## src/core/prl_defs.vh

```
// register offsets, field positions, key values and reset values of the remap lock
`ifndef PRL_DEFS_VH
`define PRL_DEFS_VH

// register byte offsets on the avalon slave (one aligned word each)
`define PRL_OFF_OSC       8'h00
`define PRL_OFF_STAT      8'h04
`define PRL_OFF_ICLR      8'h08
`define PRL_OFF_IEN       8'h0C
`define PRL_OFF_INFO      8'h10
`define PRL_OFF_MAP       8'h40

// map window decode: offsets 0x40..0x7C
`define PRL_MAP_SEL_HI    7
`define PRL_MAP_SEL_LO    6
`define PRL_MAP_SEL_VAL   2'h1

// unlock keys written to the low byte of the oscillator control register
`define PRL_KEY1          8'h46
`define PRL_KEY2          8'h57

// field positions
`define PRL_LOCK_BIT      6
`define PRL_FUSE_BIT      5
`define PRL_INFO_ONEWAY   0
`define PRL_INFO_ARMED    1
`define PRL_INFO_MISMATCH 2

// event bits shared by status, clear and enable registers
`define PRL_EV_W          4
`define PRL_EV_BLOCKED    0
`define PRL_EV_LOCKCHG    1
`define PRL_EV_REFUSED    2
`define PRL_EV_MISMATCH   3

// reset values
`define PRL_LOCK_RST      1'b0
`define PRL_FUSE_RST      1'b1
`define PRL_IEN_RST       4'h0
`define PRL_STAT_RST      4'h0

`endif

```

## src/core/prl_map_mem.v

```verilog
// storage cells of the peripheral input and output map registers
`timescale 1ns/1ps
module prl_map_mem #(
    parameter N  = 16,
    parameter W  = 8,
    parameter AW = 4
) (
    // clock, reset, enable
    input  wire             clk,
    input  wire             rst,
    input  wire             ce,
    // write port
    input  wire             wr_en,
    input  wire [AW-1:0]    wr_idx,
    input  wire [W-1:0]     wr_data,
    // read port, data one edge after the index
    input  wire [AW-1:0]    rd_idx,
    output reg  [W-1:0]     rd_data_r,
    // cell disturbance injection, xor into the cells
    input  wire [N*W-1:0]   upset,
    // all cells side by side
    output wire [N*W-1:0]   cells
);

    reg [W-1:0] cell_r [0:N-1];

    // one cell per entry; an upset models a corrupted storage cell
    genvar i;
    generate
        for (i = 0; i < N; i = i + 1) begin : g_cell
            // entry index at the width of the write index
            localparam [AW-1:0] IDX = i;
            always @(posedge clk) begin
                if (rst) begin
                    cell_r[i] <= {W{1'b0}};
                end else if (ce) begin
                    if (wr_en && (wr_idx == IDX)) begin
                        cell_r[i] <= wr_data;
                    end else begin
                        cell_r[i] <= cell_r[i] ^ upset[i*W +: W];
                    end
                end
            end
            assign cells[i*W +: W] = cell_r[i];
        end
    endgenerate

    // registered read
    always @(posedge clk) begin
        if (rst) begin
            rd_data_r <= {W{1'b0}};
        end else if (ce) begin
            rd_data_r <= cell_r[rd_idx];
        end
    end

endmodule // prl_map_mem

```

## src/core/prl_shadow_cmp.v

```verilog
// shadow copies of the map registers and their continuous comparison
`timescale 1ns/1ps
module prl_shadow_cmp #(
    parameter N  = 16,
    parameter W  = 8,
    parameter AW = 4
) (
    // clock, reset, enable
    input  wire             clk,
    input  wire             rst,
    input  wire             ce,
    // permitted writes, mirrored into the shadow
    input  wire             wr_en,
    input  wire [AW-1:0]    wr_idx,
    input  wire [W-1:0]     wr_data,
    // live cells under watch
    input  wire [N*W-1:0]   cells,
    // sticky mismatch, cleared only by reset
    output reg              mismatch_r
);

    wire [N-1:0] diff;

    // shadow follows only permitted writes, so any other change shows as a diff
    genvar i;
    generate
        for (i = 0; i < N; i = i + 1) begin : g_shadow
            // entry index at the width of the write index
            localparam [AW-1:0] IDX = i;
            reg [W-1:0] shadow_r;
            always @(posedge clk) begin
                if (rst) begin
                    shadow_r <= {W{1'b0}};
                end else if (ce && wr_en && (wr_idx == IDX)) begin
                    shadow_r <= wr_data;
                end
            end
            assign diff[i] = (shadow_r != cells[i*W +: W]);
        end
    endgenerate

    // compare every cycle
    always @(posedge clk) begin
        if (rst) begin
            mismatch_r <= 1'b0;
        end else if (ce && (|diff)) begin
            mismatch_r <= 1'b1;
        end
    end

endmodule // prl_shadow_cmp

```

## src/core/prl_remap_lock.v

```verilog
// write lock, key sequence and shadow check of the peripheral pin remap registers
//
// Functional notes
// - While the lock is set, writes to input and output map registers leave them unchanged.
// - A blocked map write completes like any other write, without error or extra stall.
// - The remap lock bit sits at bit 6 of the oscillator control register.
// - Lock one refuses map writes, lock zero accepts and stores them.
// - The lock changes only on the write that follows keys 0x46 then 0x57 to bits 7:0.
// - The lock holds its value until the next keyed change and never relocks by itself.
// - Shadow copies watch the map registers and a stray change raises a mismatch reset.
// - With the one-session fuse (config bit 5) set, a set lock cannot be cleared.
// - In one-session mode with the lock set, the key sequence does nothing.
// - In one-session mode only a device reset returns the lock to zero.
// - The fuse reads as set when unprogrammed; programmed to zero it allows any sessions.
//
// The implementer's own choices: the address map and the Avalon-MM interface to the registers.
`timescale 1ns/1ps
`include "prl_defs.vh"
module prl_remap_lock #(
    parameter N_IN  = 8,
    parameter N_OUT = 8,
    parameter MAP_W = 8,
    parameter AW    = 4
) (
    // clock, reset, enable
    input  wire                           sys_clk,
    input  wire                           rst,
    input  wire                           ce,
    // avalon-mm slave
    input  wire [7:0]                     avs_address,
    input  wire                           avs_read,
    input  wire                           avs_write,
    input  wire [31:0]                    avs_writedata,
    output reg  [31:0]                    avs_readdata,
    output reg                            avs_waitrequest,
    // oscillator configuration word from the fuse array
    input  wire [7:0]                     osc_cfg_word,
    // cell disturbance injection for the map cells
    input  wire [(N_IN+N_OUT)*MAP_W-1:0]  map_upset,
    // map contents to the pin multiplexer, inputs first
    output wire [(N_IN+N_OUT)*MAP_W-1:0]  map_cells,
    // lock state and reset request
    output reg                            remap_lock_bit,
    output reg                            cfg_mismatch_rst,
    // interrupt
    output reg                            irq
);

    // entries 0..N_IN-1 are input maps, the rest output maps
    // the map index is taken straight from address bits 5:2, so N must not exceed 16
    localparam N = N_IN + N_OUT;

    // bus states
    localparam B_IDLE  = 3'b001;
    localparam B_FETCH = 3'b010;
    localparam B_ANS   = 3'b100;

    // key sequence states
    localparam K_IDLE  = 3'b001;
    localparam K_ONE   = 3'b010;
    localparam K_ARMED = 3'b100;

    reg  [2:0]               bus_st_r;
    reg  [2:0]               key_st_r;
    reg                      fuse_s1_r;
    reg                      fuse_s2_r;
    reg  [`PRL_EV_W-1:0]     stat_r;
    reg  [`PRL_EV_W-1:0]     ien_r;
    reg                      mis_d_r;
    reg  [`PRL_EV_W-1:0]     ev_set;
    reg  [2:0]               key_st_nxt;
    reg                      lock_nxt;
    reg  [31:0]              rdata_nxt;

    wire                     one_way;
    wire                     wr_fire;
    wire                     osc_hit;
    wire                     map_hit;
    wire [AW-1:0]            map_idx;
    wire [7:0]               wbyte;
    wire                     map_wr_ok;
    wire [MAP_W-1:0]         map_rdata;
    wire                     mismatch;
    wire [`PRL_EV_W-1:0]     clr_mask;
    wire [`PRL_EV_W-1:0]     stat_nxt;

    // fuse bit from another domain, two flops; reset value is the erased state
    always @(posedge sys_clk) begin
        if (rst) begin
            fuse_s1_r <= `PRL_FUSE_RST;
            fuse_s2_r <= `PRL_FUSE_RST;
        end else if (ce) begin
            fuse_s1_r <= osc_cfg_word[`PRL_FUSE_BIT];
            fuse_s2_r <= fuse_s1_r;
        end
    end

    assign one_way = fuse_s2_r;

    // a write is taken once, on the edge where the master sees waitrequest low
    // taking it any earlier would let a master that aborts its request still
    // change the lock or a map cell; the answer edge is the one both sides agree on
    // the key sequence therefore advances only on completed transfers
    assign wr_fire = ce && (bus_st_r == B_ANS) && avs_write;
    assign wbyte   = avs_writedata[7:0];
    assign osc_hit = (avs_address == `PRL_OFF_OSC);
    assign map_hit = (avs_address[`PRL_MAP_SEL_HI:`PRL_MAP_SEL_LO] == `PRL_MAP_SEL_VAL)
                     && (avs_address[5:2] < N);
    assign map_idx = avs_address[5:2];

    // map writes pass only while unlocked
    assign map_wr_ok = wr_fire && map_hit && !remap_lock_bit;

    // bus handshake: two wait cycles, then one answer cycle
    // the fixed latency keeps blocked and accepted writes indistinguishable
    // on the bus; the only trace of a refusal is a status bit
    // read data are latched in the fetch state, so the registered map read
    // port has had a full cycle to follow the address
    always @(posedge sys_clk) begin
        if (rst) begin
            bus_st_r        <= B_IDLE;
            avs_waitrequest <= 1'b1;
            avs_readdata    <= 32'h00000000;
        end else if (ce) begin
            case (bus_st_r)
                B_IDLE: begin
                    if (avs_read || avs_write) begin
                        bus_st_r <= B_FETCH;
                    end
                end
                // blocked writes answer like any write
                B_FETCH: begin
                    bus_st_r        <= B_ANS;
                    avs_waitrequest <= 1'b0;
                    avs_readdata    <= avs_read ? rdata_nxt : 32'h00000000;
                end
                B_ANS: begin
                    bus_st_r        <= B_IDLE;
                    avs_waitrequest <= 1'b1;
                end
                default: begin
                    bus_st_r        <= B_IDLE;
                    avs_waitrequest <= 1'b1;
                end
            endcase
        end
    end

    // read data selection, unmapped offsets read zero
    always @* begin
        rdata_nxt = 32'h00000000;
        if (osc_hit) begin
            rdata_nxt[`PRL_LOCK_BIT] = remap_lock_bit;
        end else if (avs_address == `PRL_OFF_STAT) begin
            rdata_nxt[`PRL_EV_W-1:0] = stat_r;
        end else if (avs_address == `PRL_OFF_IEN) begin
            rdata_nxt[`PRL_EV_W-1:0] = ien_r;
        end else if (avs_address == `PRL_OFF_INFO) begin
            rdata_nxt[`PRL_INFO_ONEWAY]   = one_way;
            rdata_nxt[`PRL_INFO_ARMED]    = (key_st_r == K_ARMED);
            rdata_nxt[`PRL_INFO_MISMATCH] = mismatch;
        end else if (map_hit) begin
            rdata_nxt[MAP_W-1:0] = map_rdata;
        end
    end

    // key sequence and lock update
    // every completed write restarts the sequence unless it is the next key,
    // so a stray write between the keys costs a full restart
    // limitation: the sequence is only tracked per bus, not per master
    always @* begin
        key_st_nxt = key_st_r;
        lock_nxt   = remap_lock_bit;
        ev_set     = {`PRL_EV_W{1'b0}};
        if (wr_fire) begin
            key_st_nxt = K_IDLE;
            if (map_hit && remap_lock_bit) begin
                ev_set[`PRL_EV_BLOCKED] = 1'b1;
            end
            if (osc_hit) begin
                case (key_st_r)
                    K_IDLE: begin
                        // keys ignored once a one-session lock is set
                        if ((wbyte == `PRL_KEY1) && !(one_way && remap_lock_bit)) begin
                            key_st_nxt = K_ONE;
                        end else if (wbyte[`PRL_LOCK_BIT] != remap_lock_bit) begin
                            ev_set[`PRL_EV_REFUSED] = 1'b1;
                        end
                    end
                    K_ONE: begin
                        if (wbyte == `PRL_KEY2) begin
                            key_st_nxt = K_ARMED;
                        end else if (wbyte == `PRL_KEY1) begin
                            key_st_nxt = K_ONE;
                        end else if (wbyte[`PRL_LOCK_BIT] != remap_lock_bit) begin
                            ev_set[`PRL_EV_REFUSED] = 1'b1;
                        end
                    end
                    // the single write after both keys
                    K_ARMED: begin
                        if (one_way && remap_lock_bit && !wbyte[`PRL_LOCK_BIT]) begin
                            ev_set[`PRL_EV_REFUSED] = 1'b1;
                        end else begin
                            lock_nxt = wbyte[`PRL_LOCK_BIT];
                            ev_set[`PRL_EV_LOCKCHG] = (wbyte[`PRL_LOCK_BIT] != remap_lock_bit);
                        end
                    end
                    default: begin
                        key_st_nxt = K_IDLE;
                    end
                endcase
            end
        end
        ev_set[`PRL_EV_MISMATCH] = mismatch && !mis_d_r;
    end

    // lock and key state; the lock never moves on its own
    always @(posedge sys_clk) begin
        if (rst) begin
            // only reset clears a one-session lock
            key_st_r       <= K_IDLE;
            remap_lock_bit <= `PRL_LOCK_RST;
        end else if (ce) begin
            key_st_r       <= key_st_nxt;
            // held until the next keyed write
            remap_lock_bit <= lock_nxt;
        end
    end

    // map storage, index taken from the bus address
    prl_map_mem #(
        .N  (N),
        .W  (MAP_W),
        .AW (AW)
    ) u_mem (
        .clk       (sys_clk),
        .rst       (rst),
        .ce        (ce),
        .wr_en     (map_wr_ok),
        .wr_idx    (map_idx),
        .wr_data   (avs_writedata[MAP_W-1:0]),
        .rd_idx    (map_idx),
        .rd_data_r (map_rdata),
        .upset     (map_upset),
        .cells     (map_cells)
    );

    prl_shadow_cmp #(
        .N  (N),
        .W  (MAP_W),
        .AW (AW)
    ) u_shadow (
        .clk        (sys_clk),
        .rst        (rst),
        .ce         (ce),
        .wr_en      (map_wr_ok),
        .wr_idx     (map_idx),
        .wr_data    (avs_writedata[MAP_W-1:0]),
        .cells      (map_cells),
        .mismatch_r (mismatch)
    );

    // one-cycle reset request on the rising mismatch
    always @(posedge sys_clk) begin
        if (rst) begin
            mis_d_r          <= 1'b0;
            cfg_mismatch_rst <= 1'b0;
        end else if (ce) begin
            mis_d_r          <= mismatch;
            cfg_mismatch_rst <= mismatch && !mis_d_r;
        end
    end

    // write-one-to-clear; a new event in the same cycle wins over the clear
    // losing an event is worse than one spurious extra interrupt
    assign clr_mask = (wr_fire && (avs_address == `PRL_OFF_ICLR)) ?
                      avs_writedata[`PRL_EV_W-1:0] : {`PRL_EV_W{1'b0}};
    assign stat_nxt = (stat_r & ~clr_mask) | ev_set;

    // status, enable and the level interrupt
    always @(posedge sys_clk) begin
        if (rst) begin
            stat_r <= `PRL_STAT_RST;
            ien_r  <= `PRL_IEN_RST;
            irq    <= 1'b0;
        end else if (ce) begin
            stat_r <= stat_nxt;
            if (wr_fire && (avs_address == `PRL_OFF_IEN)) begin
                ien_r <= avs_writedata[`PRL_EV_W-1:0];
            end
            irq <= |(stat_r & ien_r);
        end
    end

endmodule // prl_remap_lock

```

## config.mk

```make
export PLATFORM = sky130hd
export DESIGN_NAME = prl_remap_lock
export DESIGN_NICKNAME = d
export VERILOG_FILES = /design/src/core/prl_map_mem.v /design/src/core/prl_shadow_cmp.v /design/src/core/prl_remap_lock.v
export VERILOG_INCLUDE_DIRS = /design/src /design/src/core
export SDC_FILE = /design/constraint.sdc
export NUM_CORES = 1
export LEC_CHECK = 0
export ABC_CLOCK_PERIOD_IN_PS = 12350
export BUFFER_PORTS_ARGS = -buffer_cell sky130_fd_sc_hd__buf_2
export CAP_MARGIN = 20
export CORE_UTILIZATION = 50
export DETAILED_ROUTE_END_ITERATION = 6
export PLACE_DENSITY = 0.75
export SETUP_SLACK_MARGIN = 0.1
export SYNTH_ARGS = -nofsm -noshare
export SYNTH_HDL_FRONTEND = slang
export SYNTH_SLANG_ARGS = --single-unit
```

## constraint.sdc

```tcl
create_clock -name sys_clk -period 12.35 [get_ports sys_clk]
set_input_delay 2.47 -clock sys_clk [delete_from_list [all_inputs] [get_ports sys_clk]]
set_output_delay 2.47 -clock sys_clk [all_outputs]
set_load 0.02 [all_outputs]
```

==> results.json, run 1 <==
{
  "avgSynthCellArea_um2": 11.7,
  "rsz0062_at_grt": "no",
  "min_path_cells": 2,
  "dieArea_um2": 29900,
  "fmax_mhz": 200,
  "h-tree-depth": 1,
  "maxSlewHeadroom_pct": 17.2,
  "drive_above_1_share_pct": 26.8,
  "ir_drop_mv": 0.118,
  "cts_buffers": 31,
  "ctsResizeCount": 0,
  "ys_ff_latch": 294,
  "ant_nets": 0,
  "clk_path_buf_depth": 3,
  "setup_viol": 0,
  "p_sw_uw": 705,
  "die_h_um": 173,
  "fin_nets": 1699,
  "final_area_um2": 17300,
  "tns_ps": 0,
  "drc": 0,
  "io_buffers": 289,
  "powerDensity_nw_per_um2": 144,
  "critPathKind": "in -> reg",
  "post-route-min-period_ps": 5000,
  "grt_overflow": 0,
  "worst_pin_slew_ps": 1240,
  "dpl_cell_area_um2": 16200,
  "firstDrtPassIters": 5,
  "clockPowerShare_pct": 40.2,
  "cts_sinks": 294,
  "wl_per_cell_um": 26.0,
  "grt_max_degree": 66,
  "placed_cells": 1868,
  "start_util_pct": 50.8,
  "end_kind": "flip-flop",
  "grt_pass1_vias": 11508,
  "holdWs_ps": 449,
  "fill_cells": 2364,
  "synth_area_um2": 14600,
  "drt-total-wl_mm": 50.1,
  "postCtsSetupRepairBufs": 0,
  "rows": 62,
  "combPwrFrac_pct": 14.3,
  "yosysSeqAreaShare_pct": 49.1,
  "synthCells": 1244,
  "grt_pass1_wl_mm": 73.5,
  "yosysUniqueCellTypes": 61,
  "yosysWarnings": 0,
  "drt_iter0_drc": 1612,
  "maxSlewViolCount": 0,
  "skew_ps": 25.1,
  "status": "finished, final reports clean",
  "swShare_pct": 28.2,
  "synth_edf_count": 128,
  "via_count": 12350,
  "stdcell_count": 1928,
  "worstPathArrival_ps": 5280,
  "viasPerCell": 6.41,
  "cp_max_fo": 29,
  "drv_cap": 0,
  "pwr-share-seq_pct": 45.5,
  "hold_buffers": 0,
  "pre_cts_ws_ps": 6900,
  "fin_crit_sh_pct": 40.4,
  "clock_latency_ps": 590,
  "clock-root-buffer": "clkbuf_16",
  "internal-power_uw": 1790,
  "setup_ws_ps": 7350,
  "place_congestion": 0.979,
  "start_kind": "input pin",
  "die_w_um": 173,
  "finalHoldViolations": 0,
  "path_clk_slew_ps": 70,
  "num_io_pins": 345,
  "dominantRegCellSynth": "dfxtp_1",
  "worst_ep_required_time_ps": 12630,
  "core_um2": 28700,
  "ys_async_sr_fraction_pct": 0,
  "leakagePower_uw": 0.00647,
  "track_usage_pct": 32.7,
  "dpl.hpwl_mm": 35.8,
  "hold_class": "reg -> reg",
  "cts_tree": "done",
  "antenna_found_initial": 1,
  "worst_r2r_path_depth": 6,
  "area_growth_pct": 18.7
}
[final timing paths]
check	startpoint	end	slack, ps
worst min register to register	avs_readdata[1]	avs_readdata[1]	450
worst max-delay path	avs_address[2]	u_mem.cell_r[5][0]	7350
worst min-delay path	avs_readdata[1]	avs_readdata[1]	450
worst max register to register	bus_st_r[2]	u_mem.cell_r[14][4]	9560
[routing by layer]
layer	part of all wire [%]	track usage (%)	routed length, um
met5	0	0	0
met1	37	43.1	18500
met3	11	6.02	5720
met2	47	52.7	23500
met4	5.0	14.6	2480
[stage by stage]
stage,util (%),power [uW]
global placement,56.4,1500
finish,60.3,2500
floorplan,-,1350
detailed placement,56.4,1510
global route,60.3,2550
CTS,60.3,2490
[cell usage after synthesis (8+ instances only)]
master / instances / share of area [%]
a21oi_1: 22 / 0.76
a22o_1: 120 / 7.2
buf_2: 11 / 0.38
buf_4: 28 / 1.4
clkbuf_1: 29 / 0.75
dfxtp_1: 166 / 23
edfxtp_1: 128 / 26
inv_1: 10 / 0.26
mux2i_1: 12 / 0.82
mux4_1: 21 / 3.8
mux4_2: 19 / 2.9
nand2_1: 73 / 1.9
nand2b_1: 8 / 0.34
nand4_1: 36 / 1.5
nor2_1: 37 / 0.95
nor2_2: 14 / 0.60
nor2b_1: 8 / 0.34
nor4_1: 9 / 0.39
o21ai_0: 16 / 0.55
o22ai_1: 120 / 5.1
xnor2_1: 256 / 15
[layout by cell type (no fill, tap or decap), types with 8 or more instances in the layout]
cell type / instances
a21oi_1: 22
a22o_1: 120
buf_2: 289
clkbuf_16: 33
conb_1: 24
dfxtp_1: 166
edfxtp_1: 128
inv_1: 9
mux2i_1: 12
mux4_1: 21
mux4_2: 19
nand2_1: 73
nand2b_1: 8
nand4_1: 36
nor2_1: 37
nor2_2: 14
nor4_1: 9
o21ai_0: 16
o22ai_1: 120
xnor2_1: 256
[cells by family (layout without fill, tap and decap cells)]
| group | count (synthesis) | after routing | synth area share [%] |
|---|---|---|---|
| DFF | 294 | 294 | 49.1 |
| buffers and inverters | 90 | 366 | 3.45 |
| xor gates and xnor gates | 256 | 256 | 15.4 |
| muxes | 52 | 52 | 7.54 |
| AOI/OAI and AO/OA | 311 | 311 | 15.5 |
| other | 1 | 25 | 0.0257 |
| and+or+nand+nor | 240 | 240 | 8.99 |
[state kept, by name, indices dropped and copies added, names as in the netlist]
register / count
key_st_r: 3
fuse_s2_r: 1
irq: 1
u_mem.cell_r: 128
mis_d_r: 1
bus_st_r: 3
avs_waitrequest: 1
ien_r: 4
remap_lock_bit: 1
u_shadow.g_shadow.shadow_r: 128
cfg_mismatch_rst: 1
avs_readdata: 8
u_mem.rd_data_r: 8
stat_r: 4
u_shadow.mismatch_r: 1
fuse_s1_r: 1
[area by class of cell]
type                       instances  area, um2  share of cell area [%]
sequential                       294       7170                    41.4
multi-input combinational        883       7000                    40.4
timing repair buffer             297       1510                    8.72
clock buffer                      42        911                    5.26
tap                              384        480                    2.77
clock inverter                    16        198                    1.14
inverter                          11       43.8                   0.253
antenna                            1       2.50                  0.0145
[power groups by stage]
stage / sequential [uW] / combinational (uW) / clock, uW
2_1_floorplan: 1170 / 185 / 0
5_1_grt: 1140 / 373 / 1040
3_3_place_gp: 1150 / 347 / 0
6_report: 1140 / 358 / 1000
3_5_place_dp: 1160 / 350 / 0
4_1_cts: 1130 / 352 / 1000
[critical path: stages]
cell and delay, ps:
buf_2 400, buf_4 540, nor2b_1 820, nand2_1 470, nand2_1 410, o22ai_1 140
Power figures use the tool's default switching activity.
==> inputs of run 2 (changes only) <==
--- a/config.mk
+++ b/config.mk
@@ -6,7 +6,7 @@
 export SDC_FILE = /design/constraint.sdc
 export NUM_CORES = 1
 export LEC_CHECK = 0
-export ABC_CLOCK_PERIOD_IN_PS = 12350
+export ABC_CLOCK_PERIOD_IN_PS = 4900
 export BUFFER_PORTS_ARGS = -buffer_cell sky130_fd_sc_hd__buf_2
 export CAP_MARGIN = 20
 export CORE_UTILIZATION = 50
==> constraint.sdc (replaced) <==
create_clock -name sys_clk -period 4.9 [get_ports sys_clk]
set_input_delay 0.98 -clock sys_clk [delete_from_list [all_inputs] [get_ports sys_clk]]
set_output_delay 0.98 -clock sys_clk [all_outputs]
set_load 0.02 [all_outputs]
==> results.json, run 2 (synthesis results as in run 1) <==
{
  "final_common_cell": "buf_2",
  "dpl.hpwl_mm": 37.1,
  "core_um2": 28700,
  "drive_above_1_share_pct": 27.2,
  "gr-usage-met1_pct": 43.4,
  "drv_cap": 0,
  "cts_tree": "done",
  "ant_nets": 0,
  "fmax_mhz": 342,
  "cpMaxStageDelayCell": "and4bb_1",
  "setup_viol": 0,
  "tns_ps": 0,
  "max_stage_delay_ps": 560,
  "maxSlewViolCount": 0,
  "layout_common_cells": "289 x buf_2, 256 x xnor2_1, 166 x dfxtp_1",
  "antenna_found_initial": 1,
  "grt_util_met2_pct": 52.0,
  "powerDensity_nw_per_um2": 355,
  "grt_pass1_vias": 11914,
  "fill_cells": 2371,
  "die_w_um": 173,
  "internal-power_uw": 4430,
  "area_growth_pct": 19.3,
  "p_sw_uw": 1740,
  "start_kind": "input pin",
  "drt-total-wl_mm": 51.2,
  "multi_input_area_um2": 7000,
  "die_h_um": 173,
  "grt_max_degree": 65,
  "met3_usage_pct": 7.12,
  "swShare_pct": 28.3,
  "grt_overflow": 0,
  "num_io_pins": 345,
  "drc": 15,
  "combPwrFrac_pct": 14.9,
  "clock-root-buffer": "clkbuf_16",
  "drt_iter0_drc": 1498,
  "rows": 62,
  "critPathKind": "in -> reg",
  "worst_pin_slew_ps": 878,
  "start_util_pct": 50.8,
  "clockPowerShare_pct": 38.7,
  "ir_drop_mv": 0.272,
  "hold_class": "reg -> reg",
  "clk_path_buf_depth": 3,
  "worst_ep_required_time_ps": 5210,
  "cts_sinks": 294,
  "fin_nets": 1721,
  "crit_chain": "buf_2, nand3_2, and4bb_1, and3_1, nand3_2, nand2_1, o22ai_1",
  "violations": "design-rule violations",
  "pwr-share-seq_pct": 46.4,
  "skew_ps": 22.2,
  "worstPathArrival_ps": 3230,
  "cp_common_cell": "nand3_2",
  "path_clk_slew_ps": 60,
  "status": "complete, but fails checks",
  "cp_max_fo": 18,
  "end_kind": "flip-flop",
  "reg_top3": "u_mem.cell_r (128), u_shadow.g_shadow.shadow_r (128)",
  "hold_buffers": 0,
  "final-seq-area_um2": 7170,
  "firstDrtPassIters": 7,
  "leakagePower_uw": 0.00653,
  "grt_pass1_wl_mm": 75.1,
  "viasPerCell": 6.44,
  "clock_latency_ps": 580,
  "top_usage_layer": "met2",
  "final_util_pct": 60.6,
  "wl_per_cell_um": 26.2,
  "place_congestion": 1.00,
  "rsz0062_at_grt": "no",
  "postCtsSetupRepairBufs": 0,
  "finalHoldViolations": 0,
  "io_buffers": 289,
  "post-route-min-period_ps": 2920,
  "maxSlewHeadroom_pct": 41.5,
  "cts_buffers": 31,
  "h-tree-depth": 1,
  "ctsResizeCount": 0,
  "via_count": 12567,
  "track_usage_pct": 33.4,
  "fin_crit_sh_pct": 59.6,
  "dieArea_um2": 29900
}
[run 2: stage by stage]
stage | setup WS [ps] | hold slack, ps | power, uW | instances | area (um2)
final | 1980 | 447 | 6170 | 1951 | 17400
after global routing | 1900 | 485 | 6300 | 1950 | 17400
after CTS | 2080 | 449 | 6140 | 1949 | 17400
after detailed placement | 1480 | 442 | 3810 | 1891 | 16400
after global placement | 1500 | 440 | 3800 | 1891 | 16400
after floorplan | 214 | 431 | 3410 | 1267 | 14700
[run 2: path summary, 6_finish.rpt]
| path | cells after the start | from | slack, ps | to |
|---|---|---|---|---|
| max | 7 | ce | 1980 | u_mem.cell_r[15][3] |
| min | 2 | avs_readdata[1] | 450 | avs_readdata[1] |
| max reg2reg | 6 | bus_st_r[2] | 2260 | u_mem.cell_r[15][3] |
| min reg2reg | 2 | avs_readdata[1] | 450 | avs_readdata[1] |
[run 2: cell type report]
type	count	area share, %
Antenna cell	2	0.0288
Clock buffer	43	4.89
Clock inverter	15	0.935
Inverter	11	0.252
Multi-Input combinational cell	883	40.3
Sequential cell	294	41.2
Tap cell	384	2.76
Timing Repair Buffer	319	9.68
[run 2: layer usage]
| metal | part of all wire, % | vias to the layer above |
|---|---|---|
| li1 | - | 5281 |
| met1 | 37 | 6107 |
| met2 | 46 | 999 |
| met3 | 12 | 180 |
| met4 | 5.9 | 0 |
| met5 | 0 | - |
[run 2: worst max-delay path: cells and delay by family]
family                 cells  cell delay [ps]
AND/OR/NAND/NOR            5             1780
buffers and inverters      1              290
AO/OA/AOI/OAI              1              160
[run 2: power groups by stage]
stage	Sequential (uW)	Clock, uW	Combinational [uW]
6_report	2870	2390	918
5_1_grt	2870	2470	955
4_1_cts	2860	2380	901
3_5_place_dp	2910	0	897
3_3_place_gp	2910	0	889
2_1_floorplan	2950	0	465
==> inputs of run 3 (changes only) <==
--- a/config.mk
+++ b/config.mk
@@ -6,7 +6,8 @@
 export SDC_FILE = /design/constraint.sdc
 export NUM_CORES = 1
 export LEC_CHECK = 0
-export ABC_CLOCK_PERIOD_IN_PS = 4900
+export ABC_AREA = 1
+export ABC_CLOCK_PERIOD_IN_PS = 2900
 export BUFFER_PORTS_ARGS = -buffer_cell sky130_fd_sc_hd__buf_2
 export CAP_MARGIN = 20
 export CORE_UTILIZATION = 50
==> constraint.sdc (replaced) <==
create_clock -name sys_clk -period 2.9 [get_ports sys_clk]
set_input_delay 0.58 -clock sys_clk [delete_from_list [all_inputs] [get_ports sys_clk]]
set_output_delay 0.58 -clock sys_clk [all_outputs]
set_load 0.02 [all_outputs]
==> results.json, run 3 <==
{
  "status": "finished, final reports clean",
  "path_clk_slew_ps": 60,
  "rows": 63,
  "synth_area_leaders": "edfxtp_1 25%, dfxtp_1 22%, nand2_1 9.6%, o21ai_0 8.1%, xnor2_1 7.5%",
  "drc": 0,
  "end_kind": "flip-flop",
  "fin_nets": 2240,
  "dieArea_um2": 30900,
  "ys_async_sr_fraction_pct": 0,
  "place_congestion": 0.940,
  "finalHoldViolations": 0,
  "synth_area_um2": 15100,
  "maxSlewHeadroom_pct": 48.3,
  "netlist_top_cells_count": "386 x nand2_1, 246 x o21ai_0, 166 x dfxtp_1",
  "synthCells": 1772,
  "setup_viol": 0,
  "worstPathArrival_ps": 2580,
  "yosysUniqueCellTypes": 34,
  "swShare_pct": 27.8,
  "num_io_pins": 345,
  "ys_ff_latch": 294,
  "worst_ep_required_time_ps": 3290,
  "layout_common_cells": "386 x nand2_1, 289 x buf_2, 246 x o21ai_0",
  "start_util_pct": 50.8,
  "dominantRegCellSynth": "dfxtp_1",
  "multi_input_area_um2": 7220,
  "ir_drop_mv": 0.427,
  "yosysSeqAreaShare_pct": 47.4,
  "reg_top3": "u_mem.cell_r (128), u_shadow.g_shadow.shadow_r (128)",
  "drt-total-wl_mm": 47.8,
  "final_area_um2": 17900,
  "hold_class": "in -> reg",
  "pwr-share-seq_pct": 48.0,
  "drt_iter0_drc": 1633,
  "cts_sinks": 294,
  "via_count": 13885,
  "cp_max_fo": 11,
  "grt_overflow": 0,
  "firstDrtPassIters": 6,
  "post-route-min-period_ps": 2190,
  "cts_buffers": 30,
  "core_um2": 29700,
  "clockPowerShare_pct": 37.7,
  "postCtsSetupRepairBufs": 0,
  "dpl.hpwl_mm": 34.3,
  "final_common_cell": "nand2_1",
  "fill_cells": 2620,
  "die_h_um": 176,
  "synth_area_leader_cell": "edfxtp_1",
  "dpl_cell_area_um2": 17000,
  "clock-root-buffer": "clkbuf_16",
  "drv_cap": 0,
  "avgSynthCellArea_um2": 8.53,
  "powerDensity_nw_per_um2": 558,
  "viasPerCell": 5.61,
  "yosysMostFrequentCell": "nand2_1",
  "ctsResizeCount": 0,
  "grt_pass1_wl_mm": 72.3,
  "h-tree-depth": 1,
  "grt_max_degree": 60,
  "track_usage_pct": 30.4,
  "combPwrFrac_pct": 14.3,
  "internal-power_uw": 7240,
  "tns_ps": 0,
  "antenna_found_initial": 3,
  "worst_pin_slew_ps": 775,
  "synth_edf_count": 128,
  "critPathKind": "reg -> reg",
  "start_kind": "flip-flop",
  "fin_crit_sh_pct": 75.7,
  "area_growth_pct": 18.8,
  "final-seq-area_um2": 7170,
  "clock_latency_ps": 560,
  "leakagePower_uw": 0.00757,
  "rsz0062_at_grt": "no",
  "p_sw_uw": 2780,
  "ant_nets": 0,
  "yosysWarnings": 0,
  "skew_ps": 7.88,
  "die_w_um": 176,
  "maxSlewViolCount": 0,
  "synth_top_area_share_pct": 25.4,
  "io_buffers": 289,
  "drive_above_1_share_pct": 19.0,
  "cts_tree": "done",
  "grt_pass1_vias": 12909,
  "clk_path_buf_depth": 3,
  "power.total_uw": 10000,
  "hold_buffers": 0,
  "final_util_pct": 60.4,
  "fmax_mhz": 456,
  "wl_per_cell_um": 19.3
}
-- run 3: layout make-up --
class                      instances  area share, %
multi-input combinational       1313           40.2
clock buffer                      47           5.00
tap                              390           2.72
timing repair buffer             326           9.75
sequential                       294           39.9
inverter                          94           1.99
clock inverter                     9          0.363
antenna                            1         0.0139
-- run 3: routing by layer --
| layer | vias to the layer above | track usage [%] | part of all wire (%) |
|---|---|---|---|
| met5 | - | 0 | 0.048 |
| met4 | 4 | 12.9 | 4.2 |
| met1 | 6355 | 40.1 | 39 |
| li1 | 6543 | - | - |
| met3 | 158 | 4.83 | 10 |
| met2 | 825 | 49.5 | 46 |
-- run 3: logic make-up after synthesis --
kind of cell / after synthesis / share of synthesized area, %
AOI/OAI and AO/OA: 373 / 13.8
DFF: 294 / 47.4
buffers and inverters: 188 / 5.42
xor gates and xnor gates: 243 / 14.1
other: 1 / 0.0248
and+or+nand+nor: 673 / 19.3
-- run 3: worst paths after layout --
| kind | start | cells past startpoint | end | slack, ps |
|---|---|---|---|---|
| min | osc_cfg_word[5] | 3 | fuse_s1_r | 320 |
| max | bus_st_r[0] | 8 | u_mem.cell_r[3][2] | 710 |
| max reg2reg | bus_st_r[0] | 8 | u_mem.cell_r[3][2] | 710 |
| min reg2reg | avs_readdata[4] | 2 | avs_readdata[4] | 470 |
-- run 3: stage by stage --
stage | hold slack (ps) | cells | setup slack [ps]
2_1_floorplan | 426 | 1795 | -376
3_3_place_gp | 448 | 2417 | 425
3_5_place_dp | 456 | 2417 | 364
4_1_cts | 313 | 2473 | 734
5_1_grt | 331 | 2474 | 544
6_report | 317 | 2474 | 706
-- run 3: power by group through the flow --
stage / Clock (uW) / Sequential, uW / Combinational [uW]
floorplan: 0 / 4970 / 719
global placement: 0 / 4880 / 1400
detailed placement: 0 / 4890 / 1410
CTS: 3780 / 4800 / 1420
global route: 3960 / 4820 / 1540
finish: 3780 / 4810 / 1430
-- run 3: critical path, stage by stage, from the launching register on --
cell	delay, ps
dfxtp_1	390
nor2_1	80
nand3_2	200
nor3_4	60
inv_2	430
nor2_2	100
nor2_1	560
nand2_1	90
o21ai_0	110
